[src/osl_consts.svh]
/*
 * constants of the origin search and limit control block: register map,
 * field positions, reset values and timing figures.
 * assumes inclusion by bare name from each design file.
 */
`ifndef OSL_CONSTS_SVH
`define OSL_CONSTS_SVH

// ==========================================================
// register byte addresses
`define OSL_ADDR_CFG 8'h00
`define OSL_ADDR_INIT 8'h04
`define OSL_ADDR_HIGH 8'h08
`define OSL_ADDR_PROX 8'h0c
`define OSL_ADDR_RATE 8'h10
`define OSL_ADDR_CTRL 8'h14
`define OSL_ADDR_STAT 8'h18
`define OSL_ADDR_SPEED 8'h1c

// ==========================================================
// configuration fields
`define OSL_CFG_W 11
`define OSL_CFG_RST 11'h000
`define OSL_CFG_LIM_ALWAYS 0
`define OSL_CFG_LIM_NO 1
`define OSL_CFG_CLR_ORG 2
`define OSL_CFG_SCURVE 3
`define OSL_CFG_SRCH_EN 4
`define OSL_CFG_DIR_CCW 5
`define OSL_CFG_PAT_LO 6
`define OSL_CFG_PAT_HI 7
`define OSL_CFG_LIM_ERR 8
`define OSL_CFG_ORG_NO 9
`define OSL_CFG_PROX_NO 10
`define OSL_PAT_ON_OFF 2'h0
`define OSL_PAT_ON 2'h1
`define OSL_PAT_NONE 2'h2

// ==========================================================
// control and status bits
`define OSL_CTRL_START 0
`define OSL_CTRL_STOP 1
`define OSL_CTRL_JOG_CW 2
`define OSL_CTRL_JOG_CCW 3
`define OSL_STAT_BUSY 0
`define OSL_STAT_ORG_DEF 1
`define OSL_STAT_ERR 2
`define OSL_STAT_REFUSED 3
`define OSL_STAT_FOUND 4
`define OSL_STAT_DIR 5
`define OSL_STAT_CW_LIM 6
`define OSL_STAT_CCW_LIM 7

// ==========================================================
// widths and timing
`define OSL_SPD_W 17
`define OSL_SPD_RST 17'h00000
`define OSL_RATE_W 16
`define OSL_RATE_RST 16'h0000
`define OSL_PHASE_W 25
`define OSL_CLK_HZ 20000000
`define OSL_RAMP_MS 4
`define OSL_RAMP_CYC (`OSL_CLK_HZ / 1000 * `OSL_RAMP_MS)
`define OSL_TICK_W 17
`define OSL_IN_W 4
`define OSL_IN_CW 0
`define OSL_IN_CCW 1
`define OSL_IN_PROX 2
`define OSL_IN_ORG 3

`endif

[src/osl_pkg.sv]
/*
 * types of the origin search and limit control block.
 * assumes osl_consts.svh for widths.
 */
`include "osl_consts.svh"

package osl_pkg;
    typedef enum logic [2:0] {
        OSL_IDLE,
        OSL_JOG,
        OSL_HIGH,
        OSL_PROX_ON,
        OSL_PROX
    } osl_state_type;

    typedef struct packed {
        logic [`OSL_IN_W-1:0] s1;
        logic [`OSL_IN_W-1:0] s2;
        logic [`OSL_IN_W-1:0] s3;
        logic [`OSL_IN_W-1:0] q;
    } osl_sync_type;

    typedef struct packed {
        logic [`OSL_SPD_W-1:0] speed;
        logic [`OSL_PHASE_W-1:0] phase;
        logic [`OSL_TICK_W-1:0] tick;
        logic pulse;
    } osl_gen_type;

    typedef struct packed {
        osl_state_type state;
        logic [`OSL_CFG_W-1:0] cfg;
        logic [`OSL_SPD_W-1:0] init_spd;
        logic [`OSL_SPD_W-1:0] high_spd;
        logic [`OSL_SPD_W-1:0] prox_spd;
        logic [`OSL_RATE_W-1:0] rate;
        logic dir;
        logic rev;
        logic org_def;
        logic err;
        logic refused;
        logic found;
        logic org_prev;
        logic prox_prev;
        logic [31:0] prdata;
        logic pready;
        logic pslverr;
        logic pulse;
    } osl_top_type;
endpackage

[src/osl_in_sync.sv]
/*
 * three-stage synchroniser for the sensor pins; an output changes only
 * when the second and third stages agree.
 * assumes raw pins asynchronous to pclk.
 */
`timescale 1ns/100ps
`include "osl_consts.svh"

module osl_in_sync (
    input wire logic pclk,
    input wire logic presetn,
    input wire logic [`OSL_IN_W-1:0] raw,
    output logic [`OSL_IN_W-1:0] clean
);
    import osl_pkg::*;

    osl_sync_type s_q;
    osl_sync_type s_d;

    always_comb begin
        s_d = s_q;
        s_d.s1 = raw;
        s_d.s2 = s_q.s1;
        s_d.s3 = s_q.s2;
        // disagreement between stages keeps the old value (glitch filter)
        s_d.q = (~(s_q.s2 ^ s_q.s3) & s_q.s2) | ((s_q.s2 ^ s_q.s3) & s_q.q);
    end

    always_ff @(posedge pclk or negedge presetn) begin
        if (!presetn) begin
            s_q <= '0;
        end else begin
            s_q <= s_d;
        end
    end

    assign clean = s_q.q;
endmodule

[src/osl_pulse_gen.sv]
/*
 * pulse rate generator with linear or s-shaped ramp toward a target.
 * assumes run held high for the whole move; speeds in pulses per second.
 */
`timescale 1ns/100ps
`include "osl_consts.svh"

module osl_pulse_gen #(
    parameter int unsigned RAMP_CYC = `OSL_RAMP_CYC
) (
    input wire logic pclk,
    input wire logic presetn,
    input wire logic run,
    input wire logic s_curve,
    input wire logic [`OSL_SPD_W-1:0] init_spd,
    input wire logic [`OSL_SPD_W-1:0] target_spd,
    input wire logic [`OSL_RATE_W-1:0] rate,
    output logic pulse,
    output logic [`OSL_SPD_W-1:0] speed
);
    import osl_pkg::*;

    osl_gen_type g_q;
    osl_gen_type g_d;

    // step of one ramp tick; s-curve halves it near the target
    function automatic logic [`OSL_SPD_W-1:0] step_of(
        input logic [`OSL_SPD_W-1:0] diff,
        input logic [`OSL_RATE_W-1:0] r,
        input logic sc
    );
        logic [`OSL_SPD_W+1:0] r4;
        logic [`OSL_SPD_W-1:0] st;
        r4 = {{`OSL_SPD_W-`OSL_RATE_W{1'b0}}, r, 2'b00};
        st = {{`OSL_SPD_W-`OSL_RATE_W{1'b0}}, r};
        if (sc && ({2'b00, diff} < r4)) begin
            st = st >> 1;
        end
        if (r == '0 || st > diff || st == '0) begin
            st = diff;
        end
        return st;
    endfunction

    logic [`OSL_PHASE_W:0] sum;

    always_comb begin
        g_d = g_q;
        sum = {1'b0, g_q.phase} + {{`OSL_PHASE_W-`OSL_SPD_W+1{1'b0}}, g_q.speed};
        g_d.pulse = 1'b0;
        if (!run) begin
            g_d.speed = init_spd;
            g_d.phase = '0;
            g_d.tick = '0;
        end else begin
            if (sum >= (`OSL_PHASE_W+1)'(`OSL_CLK_HZ)) begin
                g_d.phase = `OSL_PHASE_W'(sum - (`OSL_PHASE_W+1)'(`OSL_CLK_HZ));
                g_d.pulse = 1'b1;
            end else begin
                g_d.phase = sum[`OSL_PHASE_W-1:0];
            end
            if (g_q.tick == `OSL_TICK_W'(RAMP_CYC - 1)) begin
                g_d.tick = '0;
                // trapezoid or s-shape chosen by step_of
                if (g_q.speed < target_spd) begin
                    g_d.speed = g_q.speed + step_of(target_spd - g_q.speed, rate, s_curve);
                end else if (g_q.speed > target_spd) begin
                    g_d.speed = g_q.speed - step_of(g_q.speed - target_spd, rate, s_curve);
                end
            end else begin
                g_d.tick = g_q.tick + `OSL_TICK_W'(1);
            end
        end
    end

    always_ff @(posedge pclk or negedge presetn) begin
        if (!presetn) begin
            g_q <= '0;
        end else begin
            g_q <= g_d;
        end
    end

    assign pulse = g_q.pulse;
    assign speed = g_q.speed;
endmodule

[src/osl_top.sv]
/*
 * origin search and limit control for one pulse output channel, with an
 * apb register slave, limit handling and the search sequencer.
 * assumes an apb master on pclk and sensor pins asynchronous to it.
 */
// Local design decisions: the register addresses and the APB register port.
// Functional notes
// - search-only limits act during search only
// - limit polarity follows normally-closed or normally-open
// - hold option: stop, keep origin status
// - clear option: stop, origin becomes undefined
// - moves start at configured initial speed
// - refuse search unless high > prox > init
// - linear or s-shaped ramping per setting
// - search runs only when enabled
// - origin is rising edge in search direction
// - search moves cw or ccw as configured
// - proximity pattern gates origin acceptance
// - limit in search direction: reverse or error
// - after proximity run at proximity speed
// - stop pulses when origin detected
`timescale 1ns/100ps
`include "osl_consts.svh"

module osl_top #(
    parameter int unsigned RAMP_CYC = `OSL_RAMP_CYC
) (
    input wire logic pclk,
    input wire logic presetn,
    input wire logic [7:0] paddr,
    input wire logic psel,
    input wire logic penable,
    input wire logic pwrite,
    input wire logic [31:0] pwdata,
    output logic [31:0] prdata,
    output logic pready,
    output logic pslverr,
    input wire logic cw_limit_in,
    input wire logic ccw_limit_in,
    input wire logic prox_in,
    input wire logic origin_in,
    output logic pulse_out,
    output logic dir_ccw_out
);
    import osl_pkg::*;

    osl_top_type s_q;
    osl_top_type s_d;
    logic [`OSL_IN_W-1:0] syn;
    logic gen_pulse;
    logic [`OSL_SPD_W-1:0] gen_speed;
    logic [`OSL_SPD_W-1:0] target;
    logic run;
    logic cw_act;
    logic ccw_act;
    logic prox_act;
    logic org_act;
    logic lim_fwd;
    logic prox_rise;
    logic prox_fall;
    logic org_rise;
    logic wr;
    logic start_cmd;
    logic stop_cmd;
    logic jog_cmd;
    logic bad_spd;
    logic limit_stop;
    logic [1:0] pat;

    // ==========================================================
    // pins and pulse generation
    osl_in_sync u_sync (
        .pclk(pclk),
        .presetn(presetn),
        .raw({origin_in, prox_in, ccw_limit_in, cw_limit_in}),
        .clean(syn)
    );

    assign run = (s_q.state != OSL_IDLE);
    assign target = (s_q.state == OSL_JOG) ? s_q.init_spd :
                    (s_q.state == OSL_HIGH) ? s_q.high_spd : s_q.prox_spd;

    osl_pulse_gen #(.RAMP_CYC(RAMP_CYC)) u_gen (
        .pclk(pclk),
        .presetn(presetn),
        .run(run),
        .s_curve(s_q.cfg[`OSL_CFG_SCURVE]),
        .init_spd(s_q.init_spd),
        .target_spd(target),
        .rate(s_q.rate),
        .pulse(gen_pulse),
        .speed(gen_speed)
    );

    // ==========================================================
    // sensor decode
    always_comb begin
        // normally closed: the contact opening is the active state
        cw_act = s_q.cfg[`OSL_CFG_LIM_NO] ? syn[`OSL_IN_CW] : ~syn[`OSL_IN_CW];
        ccw_act = s_q.cfg[`OSL_CFG_LIM_NO] ? syn[`OSL_IN_CCW] : ~syn[`OSL_IN_CCW];
        prox_act = s_q.cfg[`OSL_CFG_PROX_NO] ? syn[`OSL_IN_PROX] : ~syn[`OSL_IN_PROX];
        org_act = s_q.cfg[`OSL_CFG_ORG_NO] ? syn[`OSL_IN_ORG] : ~syn[`OSL_IN_ORG];
        lim_fwd = s_q.dir ? ccw_act : cw_act;
        prox_rise = prox_act & ~s_q.prox_prev;
        prox_fall = ~prox_act & s_q.prox_prev;
        org_rise = org_act & ~s_q.org_prev;
        pat = s_q.cfg[`OSL_CFG_PAT_HI:`OSL_CFG_PAT_LO];
        bad_spd = (s_q.high_spd <= s_q.prox_spd) || (s_q.prox_spd <= s_q.init_spd);
        wr = psel & penable & s_q.pready & pwrite;
        start_cmd = wr && paddr == `OSL_ADDR_CTRL && pwdata[`OSL_CTRL_START];
        stop_cmd = wr && paddr == `OSL_ADDR_CTRL && pwdata[`OSL_CTRL_STOP];
        jog_cmd = wr && paddr == `OSL_ADDR_CTRL &&
                  (pwdata[`OSL_CTRL_JOG_CW] | pwdata[`OSL_CTRL_JOG_CCW]);
    end

    // ==========================================================
    // registers, bus and sequencer
    always_comb begin
        s_d = s_q;
        limit_stop = 1'b0;
        s_d.org_prev = org_act;
        s_d.prox_prev = prox_act;
        // one wait-free access: answer registered from the setup cycle
        s_d.pready = psel & ~penable;
        s_d.pslverr = 1'b0;
        s_d.prdata = '0;
        if (psel & ~penable) begin
            if (paddr == `OSL_ADDR_CFG) begin
                s_d.prdata = {{32-`OSL_CFG_W{1'b0}}, s_q.cfg};
            end else if (paddr == `OSL_ADDR_INIT) begin
                s_d.prdata = {{32-`OSL_SPD_W{1'b0}}, s_q.init_spd};
            end else if (paddr == `OSL_ADDR_HIGH) begin
                s_d.prdata = {{32-`OSL_SPD_W{1'b0}}, s_q.high_spd};
            end else if (paddr == `OSL_ADDR_PROX) begin
                s_d.prdata = {{32-`OSL_SPD_W{1'b0}}, s_q.prox_spd};
            end else if (paddr == `OSL_ADDR_RATE) begin
                s_d.prdata = {{32-`OSL_RATE_W{1'b0}}, s_q.rate};
            end else if (paddr == `OSL_ADDR_CTRL) begin
                s_d.prdata = '0;
            end else if (paddr == `OSL_ADDR_STAT) begin
                s_d.prdata[`OSL_STAT_BUSY] = run;
                s_d.prdata[`OSL_STAT_ORG_DEF] = s_q.org_def;
                s_d.prdata[`OSL_STAT_ERR] = s_q.err;
                s_d.prdata[`OSL_STAT_REFUSED] = s_q.refused;
                s_d.prdata[`OSL_STAT_FOUND] = s_q.found;
                s_d.prdata[`OSL_STAT_DIR] = s_q.dir;
                s_d.prdata[`OSL_STAT_CW_LIM] = cw_act;
                s_d.prdata[`OSL_STAT_CCW_LIM] = ccw_act;
            end else if (paddr == `OSL_ADDR_SPEED) begin
                s_d.prdata = {{32-`OSL_SPD_W{1'b0}}, gen_speed};
            end else begin
                s_d.pslverr = 1'b1;
            end
        end
        if (wr) begin
            if (paddr == `OSL_ADDR_CFG) begin
                s_d.cfg = pwdata[`OSL_CFG_W-1:0];
            end else if (paddr == `OSL_ADDR_INIT) begin
                s_d.init_spd = pwdata[`OSL_SPD_W-1:0];
            end else if (paddr == `OSL_ADDR_HIGH) begin
                s_d.high_spd = pwdata[`OSL_SPD_W-1:0];
            end else if (paddr == `OSL_ADDR_PROX) begin
                s_d.prox_spd = pwdata[`OSL_SPD_W-1:0];
            end else if (paddr == `OSL_ADDR_RATE) begin
                s_d.rate = pwdata[`OSL_RATE_W-1:0];
            end else if (paddr == `OSL_ADDR_STAT) begin
                // write one to clear; later sets in this process win
                s_d.err = s_q.err & ~pwdata[`OSL_STAT_ERR];
                s_d.refused = s_q.refused & ~pwdata[`OSL_STAT_REFUSED];
                s_d.found = s_q.found & ~pwdata[`OSL_STAT_FOUND];
            end
        end
        case (s_q.state)
            OSL_IDLE: begin
                if (start_cmd) begin
                    if (!s_q.cfg[`OSL_CFG_SRCH_EN] || bad_spd) begin
                        s_d.refused = 1'b1;
                    end else begin
                        s_d.dir = s_q.cfg[`OSL_CFG_DIR_CCW];
                        s_d.rev = 1'b0;
                        // no proximity sensor: run at proximity speed from start
                        s_d.state = (pat == `OSL_PAT_NONE) ? OSL_PROX : OSL_HIGH;
                    end
                end else if (jog_cmd) begin
                    s_d.dir = pwdata[`OSL_CTRL_JOG_CCW];
                    s_d.state = OSL_JOG;
                end
            end
            OSL_JOG: begin
                if (stop_cmd) begin
                    s_d.state = OSL_IDLE;
                end else if (lim_fwd && s_q.cfg[`OSL_CFG_LIM_ALWAYS]) begin
                    s_d.state = OSL_IDLE;
                    limit_stop = 1'b1;
                end
            end
            default: begin
                if (stop_cmd) begin
                    s_d.state = OSL_IDLE;
                end else if (lim_fwd) begin
                    // a second limit while reversed means no origin was passed
                    if (!s_q.rev && !s_q.cfg[`OSL_CFG_LIM_ERR]) begin
                        s_d.dir = ~s_q.dir;
                        s_d.rev = 1'b1;
                    end else begin
                        s_d.state = OSL_IDLE;
                        s_d.err = 1'b1;
                        limit_stop = 1'b1;
                    end
                end else if (s_q.rev) begin
                    // back past the sensor area: resume at proximity speed
                    if ((pat == `OSL_PAT_NONE) ? org_rise : prox_fall) begin
                        s_d.dir = s_q.cfg[`OSL_CFG_DIR_CCW];
                        s_d.rev = 1'b0;
                        s_d.state = OSL_PROX;
                    end
                end else if (s_q.state == OSL_HIGH) begin
                    if (prox_rise) begin
                        s_d.state = (pat == `OSL_PAT_ON_OFF) ? OSL_PROX_ON : OSL_PROX;
                    end
                end else if (s_q.state == OSL_PROX_ON) begin
                    if (prox_fall) begin
                        s_d.state = OSL_PROX;
                    end
                end else if (org_rise) begin
                    s_d.state = OSL_IDLE;
                    s_d.org_def = 1'b1;
                    s_d.found = 1'b1;
                end
            end
        endcase
        if (limit_stop && s_q.cfg[`OSL_CFG_CLR_ORG]) begin
            s_d.org_def = 1'b0;
        end
        // hold option leaves org_def untouched
        s_d.pulse = gen_pulse & run & (s_d.state != OSL_IDLE);
    end

    always_ff @(posedge pclk or negedge presetn) begin
        if (!presetn) begin
            s_q <= '0;
            s_q.state <= OSL_IDLE;
            s_q.cfg <= `OSL_CFG_RST;
            s_q.init_spd <= `OSL_SPD_RST;
            s_q.high_spd <= `OSL_SPD_RST;
            s_q.prox_spd <= `OSL_SPD_RST;
            s_q.rate <= `OSL_RATE_RST;
        end else begin
            s_q <= s_d;
        end
    end

    assign prdata = s_q.prdata;
    assign pready = s_q.pready;
    assign pslverr = s_q.pslverr;
    assign pulse_out = s_q.pulse;
    assign dir_ccw_out = s_q.dir;
endmodule

[config.mk]
export PLATFORM = sky130hd
export DESIGN_NAME = osl_top
export DESIGN_NICKNAME = d
export VERILOG_FILES = /design/src/osl_pkg.sv /design/src/osl_in_sync.sv /design/src/osl_pulse_gen.sv /design/src/osl_top.sv
export VERILOG_INCLUDE_DIRS = /design/src /design/src/src
export SDC_FILE = /design/constraint.sdc
export NUM_CORES = 1
export LEC_CHECK = 0
export BUFFER_PORTS_ARGS = -buffer_cell sky130_fd_sc_hd__buf_2
export CORE_UTILIZATION = 25
export CTS_BUF_LIST = sky130_fd_sc_hd__clkbuf_16
export DETAILED_ROUTE_END_ITERATION = 6
export GPL_TIMING_DRIVEN = 0
export HOLD_SLACK_MARGIN = 0.05
export SYNTH_ARGS = -nofsm -noshare
export SYNTH_HDL_FRONTEND = slang
export SYNTH_SLANG_ARGS = --single-unit
[constraint.sdc]
create_clock -name pclk -period 13.2 [get_ports pclk]
set_clock_uncertainty 0.2 [all_clocks]
set_input_delay 2.64 -clock pclk [delete_from_list [all_inputs] [get_ports pclk]]
set_output_delay 2.64 -clock pclk [all_outputs]
set_load 0.01 [all_outputs]
# == After elaboration in Yosys (flattened, before gate mapping) ==
# Index checks and enable logic that the tools add are counted.
# classes
add_sub_neg,7
order_cmp,9
n_eq_ne,26
muxes,113
n_bitwise,35
n_reduce_logical,39
# op_table
op,count
2-to-1 mux 17 bit,23
2-to-1 mux 32 bit,7
2-to-1 mux 3 bit,24
2-to-1 mux 59 bit,1
> comparator 17 bit,3
subtractor 17 bit,3
2-to-1 mux 1 bit,43
less-than comparator 17 x 18 -> 1 bit,2
<= comparator 17 bit,2
zero test 17 bit,2
"== test 8 x 5 -> 1 bit, second input constant",4
2-to-1 mux 16 bit,2
adder 25 x 17 -> 26 bit,1
"greater-or-equal comparator 26 x 25 -> 1 bit, second input constant",1
2-to-1 mux 25 bit,1
"subtractor 25 bit, second input constant",1
2-to-1 mux 24 bit,1
"adder 17 x 1 -> 17 bit, second input constant",1
adder 17 bit,1
"== test 17 bit, second input constant",1
less-than comparator 17 bit,1
inverter 1 bit,17
"== test 8 x 4 -> 1 bit, second input constant",2
zero test 16 bit,1
35 further kinds,84
# word_totals
register_bits,200
out_inout_bits,36
wordCells,255

# == Depth between registers and ports, before layout ==
# logic_depth
depth_word,24
depth_mapped,59

# == Modules after synthesis ==
# Synthesis repeated with hierarchy kept, for this count alone.
# unflattened
cells_unflattened,1920
area_unflattened_um2,16420.7
# modules_own_cells
module,instances,cells_each,area_each_um2
osl_pulse_gen,1,1235,9382.7
osl_top,1,661,6562.5
osl_in_sync,1,24,475.5

# == Worst setup path after synthesis ==
# Ideal clock, no wire load.
# synth_path
path_kind,reg-to-reg
startpoint,register s_q[122] (netlist bit)
endpoint,"register u_gen.g_q, in the netlist u_gen.speed[16]"
setup_time_ns,0.069
t_arrival_ns,10.911
setup_slack_ns,2.020
stages_incl_launch_ff,52
n_path_buf,7
synth_period_minus_slack_ns,11.180
path_cell_list,dfrtp_1 -> clkbuf_1 -> nand2b_1 -> nor2_1 -> clkbuf_1 -> mux2i_1 -> nor2_1 -> a21o_1 -> ha_1 -> or3_1 -> a2111o_1 -> and2_4 -> a311oi_2 -> xor2_1 -> inv_1 -> ha_1 -> and2_1 -> a221oi_1 -> [16 not listed] -> and3b_1 -> and4_1 -> mux2i_1 -> nor2_1 -> xnor2_1 -> nor2_1 -> a211oi_1 -> nor2_1 -> ha_1 -> nor2_1 -> o21ba_2 -> a31oi_1 -> a31o_2 -> a31o_2 -> or4_1 -> a211oi_1 -> a2111oi_1 -> nand3_1
# synth_between
elab_chain_cells,24
elab_cells_between_ends,48
cone_classes,4 x add/sub; 6 x order compare; 4 x eq/ne; 24 x mux; 10 x reduce/logical
# synth_lines
element,line_no,rtl
"start, declared",osl_top.sv:47,osl_top_type s_q;
== test 3 x 2 -> 1 bit,osl_top.sv:81,(s_q.state == OSL_HIGH) ? s_q.high_spd : s_q.prox_spd;
2-to-1 mux 17 bit,osl_top.sv:81,
2-to-1 mux 17 bit,osl_top.sv:80,assign target = (s_q.state == OSL_JOG) ? s_q.init_spd :
subtractor 17 bit,osl_pulse_gen.sv:68,"g_d.speed = g_q.speed - step_of(g_q.speed - target_spd, rate, s_curve);"
less-than comparator 17 x 18 -> 1 bit,osl_pulse_gen.sv:36,"if (sc && ({2'b00, diff} < r4)) begin"
logical AND 1 bit,osl_pulse_gen.sv:36,
2-to-1 mux 16 bit,osl_pulse_gen.sv:36,
2-to-1 mux 17 bit,osl_pulse_gen.sv:67,end else if (g_q.speed > target_spd) begin
[8 not listed],n/a,
2-to-1 mux 17 bit,osl_pulse_gen.sv:65,if (g_q.speed < target_spd) begin
2-to-1 mux 17 bit,osl_pulse_gen.sv:62,if (g_q.tick == `OSL_TICK_W'(RAMP_CYC - 1)) begin
2-to-1 mux 17 bit,osl_pulse_gen.sv:51,if (!run) begin
subtractor 17 bit,osl_pulse_gen.sv:68,
2-to-1 mux 17 bit,osl_pulse_gen.sv:67,
2-to-1 mux 17 bit,osl_pulse_gen.sv:65,
2-to-1 mux 17 bit,osl_pulse_gen.sv:62,
2-to-1 mux 59 bit,osl_pulse_gen.sv:51,
"end signal, assigned",osl_pulse_gen.sv:80,g_q <= g_d;
"end, declared",osl_pulse_gen.sv:23,osl_gen_type g_q;
# Several ways; a longest one is shown, not always the timed one. The select of a mux whose other input is x is not followed.
# A chain may end at the register's enable or synchronous reset.

# == Worst setup path in the final report ==
# layout_path
startpoint,register s_q[121] (netlist bit)
endpoint,"register u_gen.g_q, in the netlist u_gen.speed[16]"
# The elaborated chain is that of the path after synthesis.

==> impl_metrics.csv <==
group,metric,value,unit
timing,finalMaxSlewViolations,0,
critical_path,cp_common_cell,"nor2_1",
synthesis,seq_area_frac_synth,28.8,%
route,detail_route.wl_per_cell,17.2,um
grt,antenna_found_initial,0,
route,wl,50300,um
power_and_ir_drop,peakVddDrop,0.111,mV
timing,relSlewSlack,32.9,%
synthesis,synth_edf_count,0,
placed_design,place.gp.congestion,0.937,
grt,overflow,0,
route,highest_layer,"met4",
cells_and_area,seq_area,4630,um2
route,antenna_violating_nets_post_route,0,
worst_hold_path,min_from,"u_sync.s_d[8]",
cells_and_area,syn_to_final_growth,12.9,%
power_and_ir_drop,clkPwrFrac,28.4,%
cts,cts_hold_buf,0,
critical_path,cp_max_fo,10,
cells_and_area,multiInputGateArea,10400,um2
timing,fin_crit_sh,94.3,%
synthesis,ys_top_cells_by_area,"dfrtp_1 (29%), ha_1 (13%), nand2_1 (4.8%)",
timing,fmax,0.0803,GHz
placed_design,post-place-ws,-962,ps
critical_path,reg2reg_depth,49,
worst_hold_path,whs_path_depth,0,
grt,grt_pass1_vias,13700,
critical_path,r2r_start,"s_q[121]",
cts,cts_made_buffers,17,
synthesis,syn-cell-area,16100,um2
critical_path,r2r_setup_slack,750,ps
cells_and_area,fin_nets,2275,
die,rows,92,
synthesis,synthArstFlopShare,100,%
placed_design,io_buffers,52,
timing,tightest_slew,1000,ps
power_and_ir_drop,p_leak,8.50,nW
synthesis,avgSynthCellArea,8.18,um2
route,drc,0,
placed_design,dpl-instance-area,17500,um2
placed_design,dp.cells,2882,
synthesis,synth.most_common_cell,"nand2_1",
route,num_vias,14500,
critical_path,worstSetupPathType,"reg2reg",
grt,grt_start_max_net_pins,98,
critical_path,required,13320,ps
cts,cts_tree,"done",
critical_path,cp.arrival,12580,ps
die,die_y,256,um
power_and_ir_drop,p_comb_share,40.2,%
power_and_ir_drop,power.density,102,nW/um2
synthesis,synth_ff_type,"dfrtp_1",
die,die_w,256,um
synthesis,yosysWarnings,0,
cells_and_area,fin_util,28.7,%
critical_path,worst_setup_path_end_kind,"flip-flop",
grt,grt_pass1_wl,78700,um
timing,setup_violations,0,
critical_path,startpoint_type,"flip-flop",
power_and_ir_drop,internal_power,1.13,mW
synthesis,synth_top_area_share,28.8,%
power_and_ir_drop,power.switching,0.715,mW
route,firstDrtPassIters,7,
power_and_ir_drop,seq_power_share,31.4,%
placed_design,dpl.hpwl,41000,um
synthesis,yosysTopAreaCell,"dfrtp_1",
run_status,status,"finished, final reports clean",
cts,cts_buffer_depth,2,
route,route.met3.wl,2440,um
synthesis,synth_commonest_cells,"nand2_1 (204), dfrtp_1 (185), nor2_1 (170)",
die,initial_core_util,25.4,%
cells_and_area,fin_area,18200,um2
timing,tns,0,ps
power_and_ir_drop,switching_share,38.7,%
critical_path,max_stage_delay,560,ps
worst_hold_path,min_to,"u_sync.s_d[4]",
cells_and_area,drive_above_1_share,10.9,%
cts,htree_levels,4,
synthesis,yosysUniqueCellTypes,104,
die,dieArea,65400,um2
grt,grt_usage,15.3,%
critical_path,cp-startpoint,"s_q[121]",
route,drtIter0Drc,1146,
critical_path,timing.rr.end,"u_gen.speed[16]",
cts,clk_pin_slew,80,ps
cts,clock_latency,460,ps
run,drv_cap,0,
timing,finalWorstSetupSlack,747,ps
cts,cts_root_buf,"clkbuf_16",
timing,hold_viol_final,0,
cells_and_area,fillers,6893,
critical_path,slowest_stage,"a311oi_1",
route,met1_length,23400,um
timing,min_period,12450,ps
worst_hold_path,hold_class,"reg2reg",
cells_and_area,final_cells,2917,
route,via_per_inst,4.98,
timing,rsz0062_at_grt,"false",
synthesis,ys_ff_latch,185,
cts,cts_sinks,185,
route,routed-wl-met2,22700,um
synthesis,syn_inst,1969,
die,core_area,63300,um2
die,pin_count,85,
power by group through the flow:
stage                     logic, mW  clock network, mW  registers (mW)
after floorplan               0.526                  0           0.589
after global placement        0.715                  0           0.591
after detailed placement      0.716                  0           0.591
after CTS                     0.725              0.536           0.580
after global routing          0.814              0.560           0.581
final                         0.741              0.525           0.580
metrics by stage:
step	power, mW	hold slack, ps
6_report	1.85	152
4_1_cts	1.84	154
2_1_floorplan	1.11	131
3_5_place_dp	1.31	137
5_1_grt	1.96	162
3_3_place_gp	1.31	134
timing repair:
item,CTS,global route
endpoints found under the setup margin,6,5
hold endpoints to repair,0,0
resized for setup,8,10
setup buffers,0,5
pin swaps,0,1
gates cloned,0,0
cells by family after synthesis:
group / share of synthesized area (%)
XOR/XNOR: 5.59
other: 0.0233
multiplexers: 4.58
flip-flops: 28.8
adder cells (fa/ha/maj): 13.5
AND/OR/NAND/NOR: 18.1
AO/OA/AOI/OAI: 22.2
buffers and inverters: 7.21
sequential cells by signal (all words and copies together) (netlist names), 2 cells and up, named ones only:
signal	flops
pat	2
prdata	17
s_q	86
u_gen.g_q	42
u_gen.speed	17
u_sync.s_d	8
u_sync.s_q	4
per-layer routing:
layer / vias to the layer above / global-route usage, %
li1: 7122 / -
met3: 81 / 1.25
met5: - / 0
met2: 416 / 24.6
met1: 6900 / 20.9
met4: 0 / 6.34
layout by cell type, fill, tap and decap left out, drive strengths merged, types with 11 or more instances in the layout:
cell type / netlist / routed
clkbuf: 70 / 85
a211oi: 18 / 18
o21a: 14 / 14
nor2: 171 / 171
mux2: 32 / 32
xor2: 40 / 40
nor3: 42 / 42
o22ai: 18 / 18
a22oi: 16 / 16
dfrtp: 185 / 185
o211ai: 14 / 14
nand2: 205 / 205
buf: 53 / 111
or3: 11 / 11
and3: 22 / 22
a21o: 63 / 63
and2: 20 / 20
nand4: 25 / 25
inv: 143 / 151
mux2i: 36 / 36
o21ai: 159 / 159
ha: 164 / 164
a21oi: 148 / 148
nand2b: 19 / 19
nand3: 41 / 41
xnor2: 62 / 62
conb: 1 / 15
a31oi: 26 / 26
nor2b: 18 / 18
cell type report:
type / instances / area share, %
well taps: 846 / 5.82
multi-input cells: 1532 / 57.3
inverters: 143 / 2.95
clock buffers: 17 / 2.34
flip-flops and latches: 185 / 25.5
repair buffers: 58 / 1.84
diodes: 1 / 0.0138
clock inverters: 14 / 0.867
plain buffers: 121 / 3.44
worst max-delay path by stage:
stage / to / slack, ps / depth (start not counted)
floorplan: u_gen.speed[16] / 2020 / 51
global placement: u_gen.speed[16] / -940 / 52
detailed placement: u_gen.speed[16] / -960 / 50
CTS: u_gen.speed[16] / 30 / 53
global route: u_gen.speed[16] / 60 / 53
finish: u_gen.speed[16] / 750 / 49
critical path, delay by kind of cell (launching register included):
kind,cells,cell delay [ps]
AOI/OAI and AO/OA,20,5180
and+or+nand+nor,15,2240
buffers and inverters,7,2200
adders and majority gates,5,1610
xor gates and xnor gates,1,340
DFF,1,320
muxes,1,220
No activity file was read; power rests on OpenSTA's default activity.
